--- config.mk ---
export PLATFORM = sky130hd
export DESIGN_NAME = cdc_top
export DESIGN_NICKNAME = d
export VERILOG_FILES = /design/src/logic/cdc_pkg.sv /design/src/logic/cdc_echo_timer.sv /design/src/logic/cdc_top.sv
export VERILOG_INCLUDE_DIRS = /design/src /design/src/logic
export SDC_FILE = /design/constraint.sdc
export NUM_CORES = 1
export LEC_CHECK = 0
export BUFFER_PORTS_ARGS = -buffer_cell sky130_fd_sc_hd__buf_2
export CAP_MARGIN = 10
export CORE_ASPECT_RATIO = 0.8
export CORE_MARGIN = 2
export CORE_UTILIZATION = 40
export DETAILED_ROUTE_END_ITERATION = 16
export SLEW_MARGIN = 20
export SYNTH_ARGS = -nofsm -noshare
export SYNTH_HDL_FRONTEND = slang
export SYNTH_SLANG_ARGS = --single-unit
--- constraint.sdc ---
create_clock -name CLK_I -period 2.4 [get_ports CLK_I]
set_input_delay 0.48 -clock CLK_I [delete_from_list [all_inputs] [get_ports CLK_I]]
set_output_delay 0.48 -clock CLK_I [all_outputs]
set_load 0.03 [all_outputs]
--- src/logic/cdc_defines.svh ---
// Functional notes
// - with auto crossover off, the crossover state select bit picks the tested pair.
// - test sends pulses, times the reflection, reports electrical length in channel length.
// - any active link is dropped while a reflectometry test runs.
// - matched length estimation covers 100 Mb links up to 120 m, all cable types.
// - two modes: reflectometry on one pair, and matched length on a 100 Mb link.
`ifndef CDC_DEFINES_SVH
`define CDC_DEFINES_SVH

// register byte offsets
`define CDC_OFS_REFL      4'h0
`define CDC_OFS_MATCH     4'h4
`define CDC_OFS_IRQ_STAT  4'h8
`define CDC_OFS_IRQ_MASK  4'hc

// reflectometry control/status fields
`define CDC_REFL_EN_BIT    15
`define CDC_REFL_DONE_BIT  14
`define CDC_REFL_XSEL_BIT  13
`define CDC_REFL_NOECHO_BIT 12
`define CDC_REFL_LEN_LSB   0

// matched length fields
`define CDC_MATCH_CODE_LSB  0
`define CDC_MATCH_VALID_BIT 4

// interrupt status/mask bits
`define CDC_IRQ_DONE_BIT   0
`define CDC_IRQ_LINK_BIT   1
`define CDC_IRQ_W          2

// reset values
`define CDC_RST_IRQ_MASK   2'h0
`define CDC_RST_XSEL       1'b0
`define CDC_RST_MATCH_CODE 4'h0

// timing
`define CDC_CLK_MHZ        250
`define CDC_QUIET_NS       2000
`define CDC_PULSE_NS       16
`define CDC_TICK_NS        8
`define CDC_QUIET_CYC      ((`CDC_QUIET_NS * `CDC_CLK_MHZ + 999) / 1000)
`define CDC_PULSE_CYC      ((`CDC_PULSE_NS * `CDC_CLK_MHZ + 999) / 1000)
`define CDC_TICK_CYC       ((`CDC_TICK_NS * `CDC_CLK_MHZ + 999) / 1000)

`endif

--- src/logic/cdc_pkg.sv ---
`default_nettype none
package cdc_pkg;

  // reflectometry sequence
  typedef enum logic [1:0] {
    CDC_IDLE   = 2'b00,
    CDC_QUIET  = 2'b01,
    CDC_PULSE  = 2'b10,
    CDC_LISTEN = 2'b11
  } cdc_state_t;

endpackage
`default_nettype wire

--- src/logic/cdc_echo_timer.sv ---
`timescale 1ns/100ps
`default_nettype none
module cdc_echo_timer #(
  parameter int LEN_W    = 8,
  parameter int TICK_CYC = 2
) (
  // clock and reset
  input  wire logic             clk_i,
  input  wire logic             nrst_i,
  // control
  input  wire logic             clear_i,
  input  wire logic             run_i,
  // result
  output logic [LEN_W-1:0]      len_o,
  output logic                  sat_o
);

  localparam int TW = (TICK_CYC > 1) ? $clog2(TICK_CYC) : 1;

  logic [TW-1:0]    tick_reg;
  logic [TW-1:0]    tick_next;
  logic [LEN_W-1:0] len_next;
  logic             sat_next;
  wire              tick_end = (tick_reg == TW'(TICK_CYC - 1));
  wire              len_full = (len_o == {LEN_W{1'b1}});

  // prescaler turns clock cycles into electrical length units
  assign tick_next = (clear_i || !run_i || tick_end) ? '0 : tick_reg + 1'b1;
  // length saturates rather than wraps so a far echo never reads as a near one
  assign len_next  = clear_i ? '0 :
                     (run_i && tick_end && !len_full) ? len_o + 1'b1 : len_o;
  assign sat_next  = clear_i ? 1'b0 : (sat_o | (run_i && tick_end && len_full));

  always_ff @(posedge clk_i) begin
    if (!nrst_i) begin
      tick_reg <= '0;
      len_o    <= '0;
      sat_o    <= 1'b0;
    end else begin
      tick_reg <= tick_next;
      len_o    <= len_next;
      sat_o    <= sat_next;
    end
  end

endmodule // cdc_echo_timer
`default_nettype wire

--- src/logic/cdc_top.sv ---
`timescale 1ns/100ps
`default_nettype none
`include "cdc_defines.svh"
module cdc_top #(
  parameter int LEN_W     = 8,
  parameter int QUIET_CYC = `CDC_QUIET_CYC,
  parameter int PULSE_CYC = `CDC_PULSE_CYC,
  parameter int TICK_CYC  = `CDC_TICK_CYC
) (
  // clock and reset
  input  wire logic        CLK_I,
  input  wire logic        NRST_I,
  // avalon-mm slave
  input  wire logic [3:0]  AVS_ADDRESS_I,
  input  wire logic        AVS_READ_I,
  input  wire logic        AVS_WRITE_I,
  input  wire logic [31:0] AVS_WRITEDATA_I,
  input  wire logic [3:0]  AVS_BYTEENABLE_I,
  output logic      [31:0] AVS_READDATA_O,
  output logic             AVS_WAITREQUEST_O,
  // interrupt
  output logic             IRQ_O,
  // line side front end
  output logic             LINE_PULSE_O,
  output logic             LINE_PAIR_SEL_O,
  input  wire logic        LINE_ECHO_I,
  output logic             LINK_FORCE_DOWN_O,
  // phy status
  input  wire logic        LINK_UP_I,
  input  wire logic        SPEED_100_I,
  input  wire logic        AUTO_XOVER_EN_I,
  input  wire logic        XOVER_STATE_I,
  input  wire logic        FIBER_MODE_I,
  input  wire logic [3:0]  MATCH_CODE_I
);

  // elaboration checks
  if (LEN_W < 4 || LEN_W > 12) begin : g_bad_len
    $error("cdc_top: LEN_W must lie in 4..12");
  end
  if (QUIET_CYC < 1 || QUIET_CYC > 65535 || PULSE_CYC < 1 || PULSE_CYC > 65535) begin : g_bad_t
    $error("cdc_top: QUIET_CYC and PULSE_CYC must lie in 1..65535");
  end
  if (TICK_CYC < 1) begin : g_bad_tick
    $error("cdc_top: TICK_CYC must be at least 1");
  end

  // byte-lane merge used for every writable register
  function automatic logic [31:0] be_merge(input logic [31:0] old_v,
                                           input logic [31:0] new_v,
                                           input logic [3:0]  be);
    logic [31:0] r;
    r = old_v;
    for (int i = 0; i < 4; i++) begin
      if (be[i]) begin
        r[i*8 +: 8] = new_v[i*8 +: 8];
      end
    end
    return r;
  endfunction

  // state
  cdc_pkg::cdc_state_t    state_reg;
  cdc_pkg::cdc_state_t    state_next;
  logic [15:0]            wait_reg;
  logic [15:0]            wait_next;
  logic                   en_reg;
  logic                   en_next;
  logic                   done_reg;
  logic                   done_next;
  logic                   noecho_reg;
  logic                   noecho_next;
  logic                   xsel_reg;
  logic                   xsel_next;
  logic [LEN_W-1:0]       len_reg;
  logic [LEN_W-1:0]       len_next;
  logic [3:0]             match_code_reg;
  logic [3:0]             match_code_next;
  logic                   match_valid_reg;
  logic [`CDC_IRQ_W-1:0]  irq_stat_reg;
  logic [`CDC_IRQ_W-1:0]  irq_stat_next;
  logic [`CDC_IRQ_W-1:0]  irq_mask_reg;
  logic [`CDC_IRQ_W-1:0]  irq_mask_next;
  logic                   ack_reg;
  logic [31:0]            rdata_reg;
  logic [31:0]            rdata_next;
  logic                   pulse_reg;
  logic                   pair_reg;
  logic                   drop_reg;
  logic [LEN_W-1:0]       timer_len;
  logic                   timer_sat;

  // bus handshake: one wait cycle, then the request is taken
  wire bus_req  = AVS_READ_I | AVS_WRITE_I;
  wire bus_take = bus_req & ack_reg;
  wire wr_take  = bus_take & AVS_WRITE_I;
  wire rd_take  = bus_take & AVS_READ_I;
  wire rd_load  = AVS_READ_I & ~ack_reg;

  // address decode
  wire sel_refl  = (AVS_ADDRESS_I == `CDC_OFS_REFL);
  wire sel_match = (AVS_ADDRESS_I == `CDC_OFS_MATCH);
  wire sel_stat  = (AVS_ADDRESS_I == `CDC_OFS_IRQ_STAT);
  wire sel_mask  = (AVS_ADDRESS_I == `CDC_OFS_IRQ_MASK);

  // register images
  wire [31:0] refl_img;
  assign refl_img = {16'h0000, en_reg, done_reg, xsel_reg, noecho_reg,
                     12'(len_reg)};
  wire [31:0] match_img = {27'h0000000, match_valid_reg, match_code_reg};
  wire [31:0] stat_img  = {{(32-`CDC_IRQ_W){1'b0}}, irq_stat_reg};
  wire [31:0] mask_img  = {{(32-`CDC_IRQ_W){1'b0}}, irq_mask_reg};

  // read mux; unmapped offsets read zero
  assign rdata_next = !rd_load  ? AVS_READDATA_O :
                      sel_refl  ? refl_img  :
                      sel_match ? match_img :
                      sel_stat  ? stat_img  :
                      sel_mask  ? mask_img  : 32'h00000000;

  // control write decode
  wire [31:0] refl_wr   = be_merge(refl_img, AVS_WRITEDATA_I, AVS_BYTEENABLE_I);
  wire        refl_wr_t = wr_take & sel_refl;
  wire        busy      = (state_reg != cdc_pkg::CDC_IDLE);
  // a start is refused in fiber mode, where no copper pair exists
  wire        start_req = refl_wr_t & refl_wr[`CDC_REFL_EN_BIT] & ~busy & ~FIBER_MODE_I;
  // clearing the enable bit mid-test aborts without a done flag
  wire        abort_req = refl_wr_t & ~refl_wr[`CDC_REFL_EN_BIT] & busy;

  // sequencer status
  wire wait_end  = (wait_reg == 16'h0000);
  wire echo_hit  = (state_reg == cdc_pkg::CDC_LISTEN) & LINE_ECHO_I;
  wire echo_none = (state_reg == cdc_pkg::CDC_LISTEN) & timer_sat & ~LINE_ECHO_I;
  wire finish    = echo_hit | echo_none;
  wire timer_run = (state_reg == cdc_pkg::CDC_PULSE) | (state_reg == cdc_pkg::CDC_LISTEN);

  // reflectometry sequence: drop link, let line settle, pulse, listen
  always_comb begin
    state_next = state_reg;
    wait_next  = wait_end ? wait_reg : wait_reg - 16'h0001;
    if (abort_req) begin
      state_next = cdc_pkg::CDC_IDLE;
      wait_next  = 16'h0000;
    end else begin
      case (state_reg)
        cdc_pkg::CDC_IDLE: begin
          if (start_req) begin
            state_next = cdc_pkg::CDC_QUIET;
            wait_next  = 16'(QUIET_CYC - 1);
          end
        end
        cdc_pkg::CDC_QUIET: begin
          if (wait_end) begin
            state_next = cdc_pkg::CDC_PULSE;
            wait_next  = 16'(PULSE_CYC - 1);
          end
        end
        cdc_pkg::CDC_PULSE: begin
          if (wait_end) begin
            state_next = cdc_pkg::CDC_LISTEN;
          end
        end
        cdc_pkg::CDC_LISTEN: begin
          if (finish) begin
            state_next = cdc_pkg::CDC_IDLE;
          end
        end
        default: begin
          state_next = cdc_pkg::CDC_IDLE;
        end
      endcase
    end
  end

  // result capture: cleared at start, held until the next start; enable set at start, cleared at finish or abort
  assign en_next     = start_req ? 1'b1 : ((finish | abort_req) ? 1'b0 : en_reg);
  assign done_next   = start_req ? 1'b0 : (finish ? 1'b1 : done_reg);
  assign len_next    = start_req ? '0 : (echo_hit ? timer_len : len_reg);
  // no echo means a matched line; the length field is then meaningless
  assign noecho_next = start_req ? 1'b0 : (echo_none ? 1'b1 : noecho_reg);
  // pair select is frozen while a test runs
  assign xsel_next   = (refl_wr_t & ~busy) ? refl_wr[`CDC_REFL_XSEL_BIT] : xsel_reg;

  // matched length: tracks the estimate only on a 100 Mb link
  wire link100 = LINK_UP_I & SPEED_100_I & ~busy;
  assign match_code_next = link100 ? MATCH_CODE_I : match_code_reg;

  // interrupt events: set beats a clearing read in the same cycle
  wire [`CDC_IRQ_W-1:0] irq_set;
  assign irq_set[`CDC_IRQ_DONE_BIT] = finish;
  assign irq_set[`CDC_IRQ_LINK_BIT] = link100 ^ match_valid_reg;
  wire [`CDC_IRQ_W-1:0] irq_clr = (rd_take & sel_stat) ? {`CDC_IRQ_W{1'b1}} : '0;
  assign irq_stat_next = (irq_stat_reg & ~irq_clr) | irq_set;
  wire [31:0] mask_wr = be_merge(mask_img, AVS_WRITEDATA_I, AVS_BYTEENABLE_I);
  assign irq_mask_next = (wr_take & sel_mask) ? mask_wr[`CDC_IRQ_W-1:0] : irq_mask_reg;

  // bus outputs
  assign AVS_WAITREQUEST_O = bus_req & ~ack_reg;
  assign IRQ_O             = |(irq_stat_reg & irq_mask_reg);

  // line outputs from flops
  assign LINE_PULSE_O      = pulse_reg;
  assign LINE_PAIR_SEL_O   = pair_reg;
  assign LINK_FORCE_DOWN_O = drop_reg;

  // pair: register bit with auto crossover off, live state otherwise
  // next value used so the pair is already right in the first quiet cycle
  wire pair_next = AUTO_XOVER_EN_I ? XOVER_STATE_I : xsel_next;

  // sequencer registers
  always_ff @(posedge CLK_I) begin
    if (!NRST_I) begin
      state_reg <= cdc_pkg::CDC_IDLE;
      wait_reg  <= 16'h0000;
      pulse_reg <= 1'b0;
      pair_reg  <= `CDC_RST_XSEL;
      drop_reg  <= 1'b0;
    end else begin
      state_reg <= state_next;
      wait_reg  <= wait_next;
      pulse_reg <= (state_next == cdc_pkg::CDC_PULSE);
      pair_reg  <= pair_next;
      drop_reg  <= (state_next != cdc_pkg::CDC_IDLE);
    end
  end

  // result and configuration registers
  always_ff @(posedge CLK_I) begin
    if (!NRST_I) begin
      en_reg     <= 1'b0;
      done_reg   <= 1'b0;
      noecho_reg <= 1'b0;
      xsel_reg   <= `CDC_RST_XSEL;
      len_reg    <= '0;
    end else begin
      en_reg     <= en_next;
      done_reg   <= done_next;
      noecho_reg <= noecho_next;
      xsel_reg   <= xsel_next;
      len_reg    <= len_next;
    end
  end

  // matched length and interrupt registers
  always_ff @(posedge CLK_I) begin
    if (!NRST_I) begin
      match_code_reg  <= `CDC_RST_MATCH_CODE;
      match_valid_reg <= 1'b0;
      irq_stat_reg    <= '0;
      irq_mask_reg    <= `CDC_RST_IRQ_MASK;
    end else begin
      match_code_reg  <= match_code_next;
      match_valid_reg <= link100;
      irq_stat_reg    <= irq_stat_next;
      irq_mask_reg    <= irq_mask_next;
    end
  end

  // bus registers
  always_ff @(posedge CLK_I) begin
    if (!NRST_I) begin
      ack_reg        <= 1'b0;
      AVS_READDATA_O <= 32'h00000000;
    end else begin
      ack_reg        <= bus_req & ~ack_reg;
      AVS_READDATA_O <= rdata_next;
    end
  end

  // round-trip timer, measured from the first pulse edge
  cdc_echo_timer #(
    .LEN_W    (LEN_W),
    .TICK_CYC (TICK_CYC)
  ) u_timer (
    .clk_i   (CLK_I),
    .nrst_i  (NRST_I),
    .clear_i (start_req),
    .run_i   (timer_run),
    .len_o   (timer_len),
    .sat_o   (timer_sat)
  );

endmodule // cdc_top
`default_nettype wire

==> reports/metrics.yaml, run 1 <==
cts_resized: 0
hold_ws_ns: 0.3795
vias_per_cell: 5.039
synthSimpleGateAreaFrac_pct: 23.55
ys_seq_area_share_pct: 41.58
r2r-end: "wait_reg[0]"
synthAdderAreaFrac_pct: 1.599
p_leak_nw: 1.507
cts_hold_buf: 0
fmax_mhz: 514.0
route.detailed.drc: 0
post_cts_buffers: 0
hold_path_class: "in2reg"
area_growth_pct: 15.35
syn_inst: 352
root_buffer: "clkbuf_8"
path_class: "reg2reg"
ys.flop_type: "dfxtp_1"
rows: 28
drt-initial-drc-count: 142
cts_buffer_depth: 2
die_y_um: 83.11
die_w_um: 102.9
antenna_found_initial: 0
fp.coreArea_sq_um: 7497
synth_compound_area_share_pct: 12.91
hold_viol: 0
p_total_mw: 3.491
yosysUniqueCellTypes: 53
dpl.hpwl_um: 4769
ys_seq_elements: 65
synth_edf_count: 0
crit_path_end_kind: "register"
largest_register_ffs: 16
fin_nets: 455
htree_levels: 3
post_synth.cell_area_avg_sq_um: 8.890
synth_top_family_by_area: "simple AND/OR/NAND/NOR gates"
min_period_ns: 1.945
synth_area_sq_um: 3129
slew_headroom_pct: 64.95
drtPass1Iterations: 4
irDropWorstVdd_v: 0.0004347
dr_total_vias: 2555
ys_top_cells_by_area: "dfxtp_1 (42%), mux2i_1 (6.4%), nor2_1 (6.1%)"
r2r-start: "wait_reg[8]"
yosysMostFrequentCell: "dfxtp_1"
wl_per_cell_um: 13.09
grt_overflow_total: 0
drive_gt1_share_pct: 20.90
numPortBuffers: 40
worst_pin_slew_ns: 0.5242
arrival_ns: 2.18
finalWeightedCongestion: 0.7797
synth_top_cell_by_area: "dfxtp_1"
boundaryPins: 91
grt_max_degree: 18
start_util_pct: 41.74
worstRegToRegCells: 7
muxShareOfSynthArea_pct: 7.477
grt_pass1_wl_um: 10830
critPathLaunchType: "register"
r2r_slack_ns: 0.45
antenna_cells: 0
fill_cells: 737
fin_crit_sh_pct: 81.06
worst_ep_required_time_ns: 2.63
skew_ns: 0.008641
clk_pin_slew_ns: 0.07
crit_fanout: 5
grt_pass1_vias: 2231
final_antenna_net_count: 0
pwr_density_cell_nw_per_um2: 967.2
clock_sinks: 65
die-area_sq_um: 8551
dpl_cell_area_sq_um: 3366
finalSetupTns_ns: 0
slew_violations: 0
cts_buffers: 9
post-route-util_pct: 48.15
drv_cap: 0
ys_warn_count: 0
stdcell_area_sq_um: 3610
holdCritStartpoint: "AVS_WRITEDATA_I[0]"
status: "finished clean"
synth_commonest_cells: "dfxtp_1 (65), nor2_1 (51), nand2_1 (24), a21oi_1 (23)"
synthArstFlopShare_pct: 0
clock_latency_ns: 0.34
grt_use_total_pct: 16.03
netlist.area_leader.share_pct: 41.58
finalWirelength_um: 6638
hold_depth: 3
rsz0062_at_grt: "no"
setup_violations: 0
cts_tree: "built"
synth_xor_area_share_pct: 4.198
holdPathEnd: "irq_mask_reg[0]"
==> worst max path at each step <==
stage,from,endpoint,cells past startpoint
6_report,wait_reg[8],wait_reg[0],7
5_1_grt,wait_reg[8],wait_reg[0],7
4_1_cts,wait_reg[8],wait_reg[0],7
3_5_place_dp,AVS_ADDRESS_I[1],len_reg[2],7
3_3_place_gp,AVS_ADDRESS_I[1],u_timer.len_o[1],7
2_1_floorplan,AVS_ADDRESS_I[2],noecho_reg,8
==> layer usage <==
layer	global-route usage, %	wire (um)	vias up	share of wire, %
met5	0	0	-	0
met4	4.665	88	0	1.3
met3	4.798	366	9	5.5
met2	22.55	2825	69	43
met1	23.51	3358	1196	51
li1	-	-	1281	-
==> worst max-delay path, cell delays in order (launching register included) <==
cell and delay (ns):
dfxtp_1 0.35, nor4_1 0.41, and2_1 0.19, and3_1 0.25, inv_2 0.08, ha_1 0.26
o21ai_0 0.22, a21oi_2 0.08
==> where the power goes <==
part / internal (mW) / switching, mW / leakage, nW
logic: 0.430 / 0.631 / 0.859
clock network: 0.717 / 0.409 / 0.120
registers: 1.19 / 0.116 / 0.528
total: 2.33 / 1.16 / 1.51
==> placed cells by master, fill, tap and decap left out, drive strengths merged, types with 10 or more instances in the layout <==
cell | synthesis | routed
a21oi | 28 | 28
buf | 26 | 50
clkbuf | 9 | 11
conb | 1 | 20
dfxtp | 65 | 65
mux2i | 20 | 20
nand2 | 25 | 25
nand3 | 17 | 17
nor2 | 51 | 51
nor3 | 12 | 12
o21ai | 10 | 10
xor2 | 11 | 11
==> through the flow <==
stage | instances | worst slack (ns)
after detailed placement | 491 | 0.3565
final | 507 | 0.4545
after CTS | 507 | 0.4556
after global placement | 491 | 0.3378
after floorplan | 371 | 0.3844
after global routing | 507 | 0.3400
==> cell type report <==
class | count | area (sq um) | share of cell area [%]
Tap cell | 105 | 131.4 | 3.640
Sequential cell | 65 | 1301 | 36.05
Multi-Input combinational cell | 264 | 1632 | 45.20
Timing Repair Buffer | 50 | 275.3 | 7.626
Clock inverter | 5 | 102.6 | 2.842
Clock buffer | 11 | 141.4 | 3.917
Inverter | 7 | 26.28 | 0.7279
==> cells by family after synthesis <==
group / Yosys count
mux: 23
flops: 65
fa+ha+maj: 4
simple gates: 144
compound gates: 58
buf+inv: 42
other cells: 1
xor+xnor: 15
Power figures use the tool's default switching activity.
==> run 2, diff against run 1 <==
--- a/config.mk
+++ b/config.mk
@@ -12,6 +12,7 @@
 export CORE_MARGIN = 2
 export CORE_UTILIZATION = 40
 export DETAILED_ROUTE_END_ITERATION = 16
+export PLACE_DENSITY = 0.67
 export SLEW_MARGIN = 20
 export SYNTH_ARGS = -nofsm -noshare
 export SYNTH_HDL_FRONTEND = slang
==> constraint.sdc (replaced) <==
create_clock -name CLK_I -period 1.6 [get_ports CLK_I]
set_input_delay 0.32 -clock CLK_I [delete_from_list [all_inputs] [get_ports CLK_I]]
set_output_delay 0.32 -clock CLK_I [all_outputs]
set_load 0.03 [all_outputs]
==> reports/metrics.yaml, run 2 (synthesized netlist as in run 1, its figures left out) <==
internal_power_mw: 4.389
status: "complete, but fails checks"
layout_commonest_cell: "dfxtp_1"
drive_gt1_share_pct: 36.81
cts_hold_buf: 0
grt_use_total_pct: 17.98
setup_violations: 1
pwr-share-clk_pct: 26.3
clock_latency_ns: 0.34
cts_tree: "built"
r2r-start: "wait_reg[9]"
clock_sinks: 65
hold_ws_ns: 0.2102
fp.coreArea_sq_um: 7497
cts_buffers: 9
seq_power_share_pct: 29.3
finalWirelength_um: 7617
area_growth_pct: 33.59
r2r-end: "wait_reg[12]"
grt_pass1_vias: 2617
grt_max_degree: 18
antenna_found_initial: 0
crit_path_end_kind: "register"
violations: "negative setup slack"
setup_ws_ns: -0.001443
worst_ep_required_time_ns: 1.88
clk_pin_slew_ns: 0.08
fin_nets: 504
arrival_ns: 1.88
dr_total_vias: 2791
boundaryPins: 91
die_y_um: 83.11
vias_per_cell: 5.020
crit_path_end: "wait_reg[12]"
p_sw_mw: 2.224
final_antenna_net_count: 0
rsz0062_at_grt: "yes"
cts_buffer_depth: 2
drt-initial-drc-count: 93
crit_fanout: 4
numPortBuffers: 40
start_util_pct: 41.74
hold_path_class: "in2reg"
stdcell_area_sq_um: 4180
dpl_cell_area_sq_um: 3717
drtPass1Iterations: 4
fmax_mhz: 624.4
critPathLaunchType: "register"
finalWeightedCongestion: 0.8071
p_comb_share_pct: 44.4
wl_per_cell_um: 13.70
pwr_density_cell_nw_per_um2: 1582
irDropWorstVdd_v: 0.0007765
swShare_pct: 33.63
most-common-layout-cells: "dfxtp_1 (59), buf_4 (55), nor2_1 (44)"
p_leak_nw: 1.790
root_buffer: "clkbuf_8"
r2r_slack_ns: -0.001
drv_cap: 0
antenna_cells: 0
path_class: "reg2reg"
hold_viol: 0
largest_register_ffs: 16
rows: 28
route.detailed.drc: 0
slew_violations: 0
die-area_sq_um: 8551
dpl.hpwl_um: 5374
grt_pass1_wl_um: 12200
worstRegToRegCells: 6
fin_crit_sh_pct: 100.1
grt_overflow_total: 0
crit_start: "wait_reg[9]"
htree_levels: 3
die_w_um: 102.9
min_period_ns: 1.601
fill_cells: 647
skew_ns: 0.007558
-- run 2: cell types whose count changed in the layout (fill, tap and decap cells not counted), sizes merged --
| cell | previous run | this run |
|---|---|---|
| clkbuf | 11 | 10 |
| clkinv | 1 | 2 |
| buf | 50 | 99 |
-- run 2: critical path, cell delays in order, from the launching register on --
cell	delay, ns
dfxtp_1	0.34
nor4_4	0.29
buf_4	0.17
and3_4	0.21
nand2_2	0.07
or3_4	0.33
a21oi_2	0.12
-- run 2: metrics by stage --
stage | power (mW) | setup slack [ns] | cells | utilization, % | setup TNS [ns]
final | 6.612 | -0.001443 | 556 | 55.76 | -0.001443
after global routing | 6.953 | -0.07364 | 556 | 55.76 | -0.5348
after CTS | 6.230 | 0.009397 | 552 | 54.21 | 0
after detailed placement | 4.099 | -0.3079 | 534 | 49.58 | -8.141
after global placement | 4.032 | -0.2808 | 534 | 49.58 | -7.483
after floorplan | 3.260 | -0.2029 | 371 | - | -4.272
-- run 2: worst min-delay path by stage --
stage / endpoint / slack (ns) / cells past startpoint / startpoint
floorplan: noecho_reg / 0.44 / 2 / noecho_reg
global placement: AVS_READDATA_O[15] / 0.44 / 2 / AVS_READDATA_O[15]
detailed placement: AVS_READDATA_O[15] / 0.44 / 2 / AVS_READDATA_O[15]
CTS: irq_mask_reg[1] / 0.20 / 3 / AVS_WRITEDATA_I[1]
global route: match_code_reg[3] / 0.22 / 3 / MATCH_CODE_I[3]
finish: irq_mask_reg[1] / 0.21 / 3 / AVS_WRITEDATA_I[1]
-- run 2: cell type report --
| class | instances | area [sq um] | share of cell area [%] |
|---|---|---|---|
| sequential | 65 | 1309 | 31.31 |
| multi-input combinational | 264 | 1794 | 42.92 |
| clock inverter | 6 | 115.1 | 2.754 |
| timing repair buffer | 99 | 666.9 | 15.95 |
| clock buffer | 10 | 137.6 | 3.292 |
| inverter | 7 | 26.28 | 0.6286 |
| tap | 105 | 131.4 | 3.143 |
-- run 2: layer usage --
| layer | track usage, % | part of all wire, % | vias up |
|---|---|---|---|
| li1 | - | - | 1379 |
| met5 | 0 | 0 | - |
| met2 | 28.75 | 47 | 66 |
| met4 | 4.904 | 1.5 | 0 |
| met3 | 5.471 | 5.1 | 11 |
| met1 | 23.39 | 46 | 1335 |
-- run 2: timing repair --
item	CTS	global route
buffers inserted	2	4
resized for setup	16	27
endpoints found under the setup margin	14	24
pin swaps	3	19
-- run 2: power by group through the flow --
stage	registers (mW)	clock network (mW)	logic, mW
finish	1.94	1.74	2.93
global route	1.95	1.83	3.17
CTS	1.93	1.77	2.53
detailed placement	1.92	0	2.18
global placement	1.91	0	2.12
floorplan	1.96	0	1.30
==> run 3, diff against run 2 <==
==> constraint.sdc (replaced) <==
create_clock -name CLK_I -period 1.6 [get_ports CLK_I]
set_input_delay 0.16 -clock CLK_I [delete_from_list [all_inputs] [get_ports CLK_I]]
set_output_delay 0.16 -clock CLK_I [all_outputs]
set_load 0.03 [all_outputs]
==> reports/metrics.yaml, run 3 (synthesized netlist as in run 1, its figures left out) <==
fin_crit_sh_pct: 101.9
rsz0062_at_grt: "yes"
grt_pass1_vias: 2571
cp_top_family: "simple AND/OR/NAND/NOR gates"
slew_violations: 0
cpMaxStageDelayCell: "or3_4"
violations: "negative setup slack"
pwr_density_cell_nw_per_um2: 1429
die_w_um: 102.9
hold_ws_ns: 0.05686
cts_buffer_depth: 2
most-common-layout-cells: "dfxtp_1 (60), nor2_1 (49), buf_4 (45)"
final_antenna_net_count: 0
setup_violations: 9
finalWirelength_um: 7403
path_buf_inv: 2
skew_ns: 0.01117
fmax_mhz: 613.1
hold_viol: 0
fin_nets: 498
p_leak_nw: 1.745
finalWeightedCongestion: 0.7921
drv_cap: 0
grt_overflow_total: 0
largest_register_ffs: 16
drive_gt1_share_pct: 33.93
die-area_sq_um: 8551
path_class: "reg2reg"
numPortBuffers: 40
dr_total_vias: 2740
multi_input_area_sq_um: 1765
area_growth_pct: 29.99
antenna_cells: 0
slew_headroom_pct: 66.46
htree_levels: 3
start_util_pct: 41.74
cts_buffers: 9
dpl_cell_area_sq_um: 3662
clock_latency_ns: 0.34
dpl.hpwl_um: 5299
irDropWorstVdd_v: 0.0007895
crit_fanout: 8
clk_pin_slew_ns: 0.07
wl_per_cell_um: 13.46
cts_hold_buf: 0
r2r_slack_ns: -0.03
cp_cell_sequence: "or3_4, mux2_4, o21ai_2, buf_4, a41o_1, buf_6, nor2_1"
crit_path_end_kind: "register"
die_y_um: 83.11
hold_path_class: "in2reg"
rows: 28
min_period_ns: 1.631
arrival_ns: 1.86
drt-initial-drc-count: 116
critPathLaunchType: "register"
finalSetupTns_ns: -0.1807
drtPass1Iterations: 5
max_stage_delay_ns: 0.37
worst_pin_slew_ns: 0.5017
clock_sinks: 65
boundaryPins: 91
fp.coreArea_sq_um: 7497
grt_use_total_pct: 17.39
setup_ws_ns: -0.03119
antenna_found_initial: 0
grt_pass1_wl_um: 11910
status: "complete, but fails checks"
root_buffer: "clkbuf_8"
stdcell_area_sq_um: 4068
route.detailed.drc: 0
grt_max_degree: 18
ff_latch_area_sq_um: 1308
layout_commonest_cell: "dfxtp_1"
fill_cells: 681
p_total_mw: 5.814
cts_tree: "built"
worst_ep_required_time_ns: 1.82
vias_per_cell: 4.982
## run 3: layer usage
metal	GRT usage, %	vias up	part of all wire (%)
met2	26.03	56	47
met4	3.947	0	0.70
met3	4.882	5	4.4
met5	0	-	0
met1	24.74	1309	48
li1	-	1370	-
## run 3: power by group
group          internal [mW]  total (mW)  switching [mW]
registers               1.79        1.94           0.148
logic                   1.23        2.50            1.27
clock network          0.757        1.37           0.618
total                   3.78        5.81            2.03
## run 3: layout make-up
type	count	area share, %
Clock buffer	11	3.476
Multi-Input combinational cell	265	43.40
Clock inverter	5	1.353
Timing Repair Buffer	92	15.69
Inverter	7	0.7075
Sequential cell	65	32.14
Tap cell	105	3.230
## run 3: worst reg2reg max path, cell delays in order (launching register included)
cell and delay, ns:
dfxtp_2 0.34, or3_4 0.37, mux2_4 0.29, o21ai_2 0.11, buf_4 0.13, a41o_1 0.11, buf_6 0.13, nor2_1 0.05
## run 3: what timing repair did
| action | CTS | global route |
|---|---|---|
| setup buffers | 1 | 5 |
| cloned | 0 | 1 |
| endpoints found under the setup margin | 13 | 34 |
| pin swaps | 5 | 10 |
| resized for setup | 14 | 22 |
## run 3: worst paths after layout
kind                                            to               start  cells after the start
worst max-delay path                   wait_reg[2]        state_reg[1]                      7
worst min-delay path             match_code_reg[1]     MATCH_CODE_I[1]                      3
worst min register to register  AVS_READDATA_O[15]  AVS_READDATA_O[15]                      2
worst max register to register         wait_reg[2]        state_reg[1]                      7
## run 3: per-stage QoR
stage	worst slack (ns)	utilization, %	cells
after floorplan	-0.09285	-	371
after global placement	-0.08299	48.85	527
after detailed placement	-0.1077	48.85	527
after CTS	-0.001153	52.32	544
after global routing	-0.1002	54.26	550
final	-0.03119	54.26	550
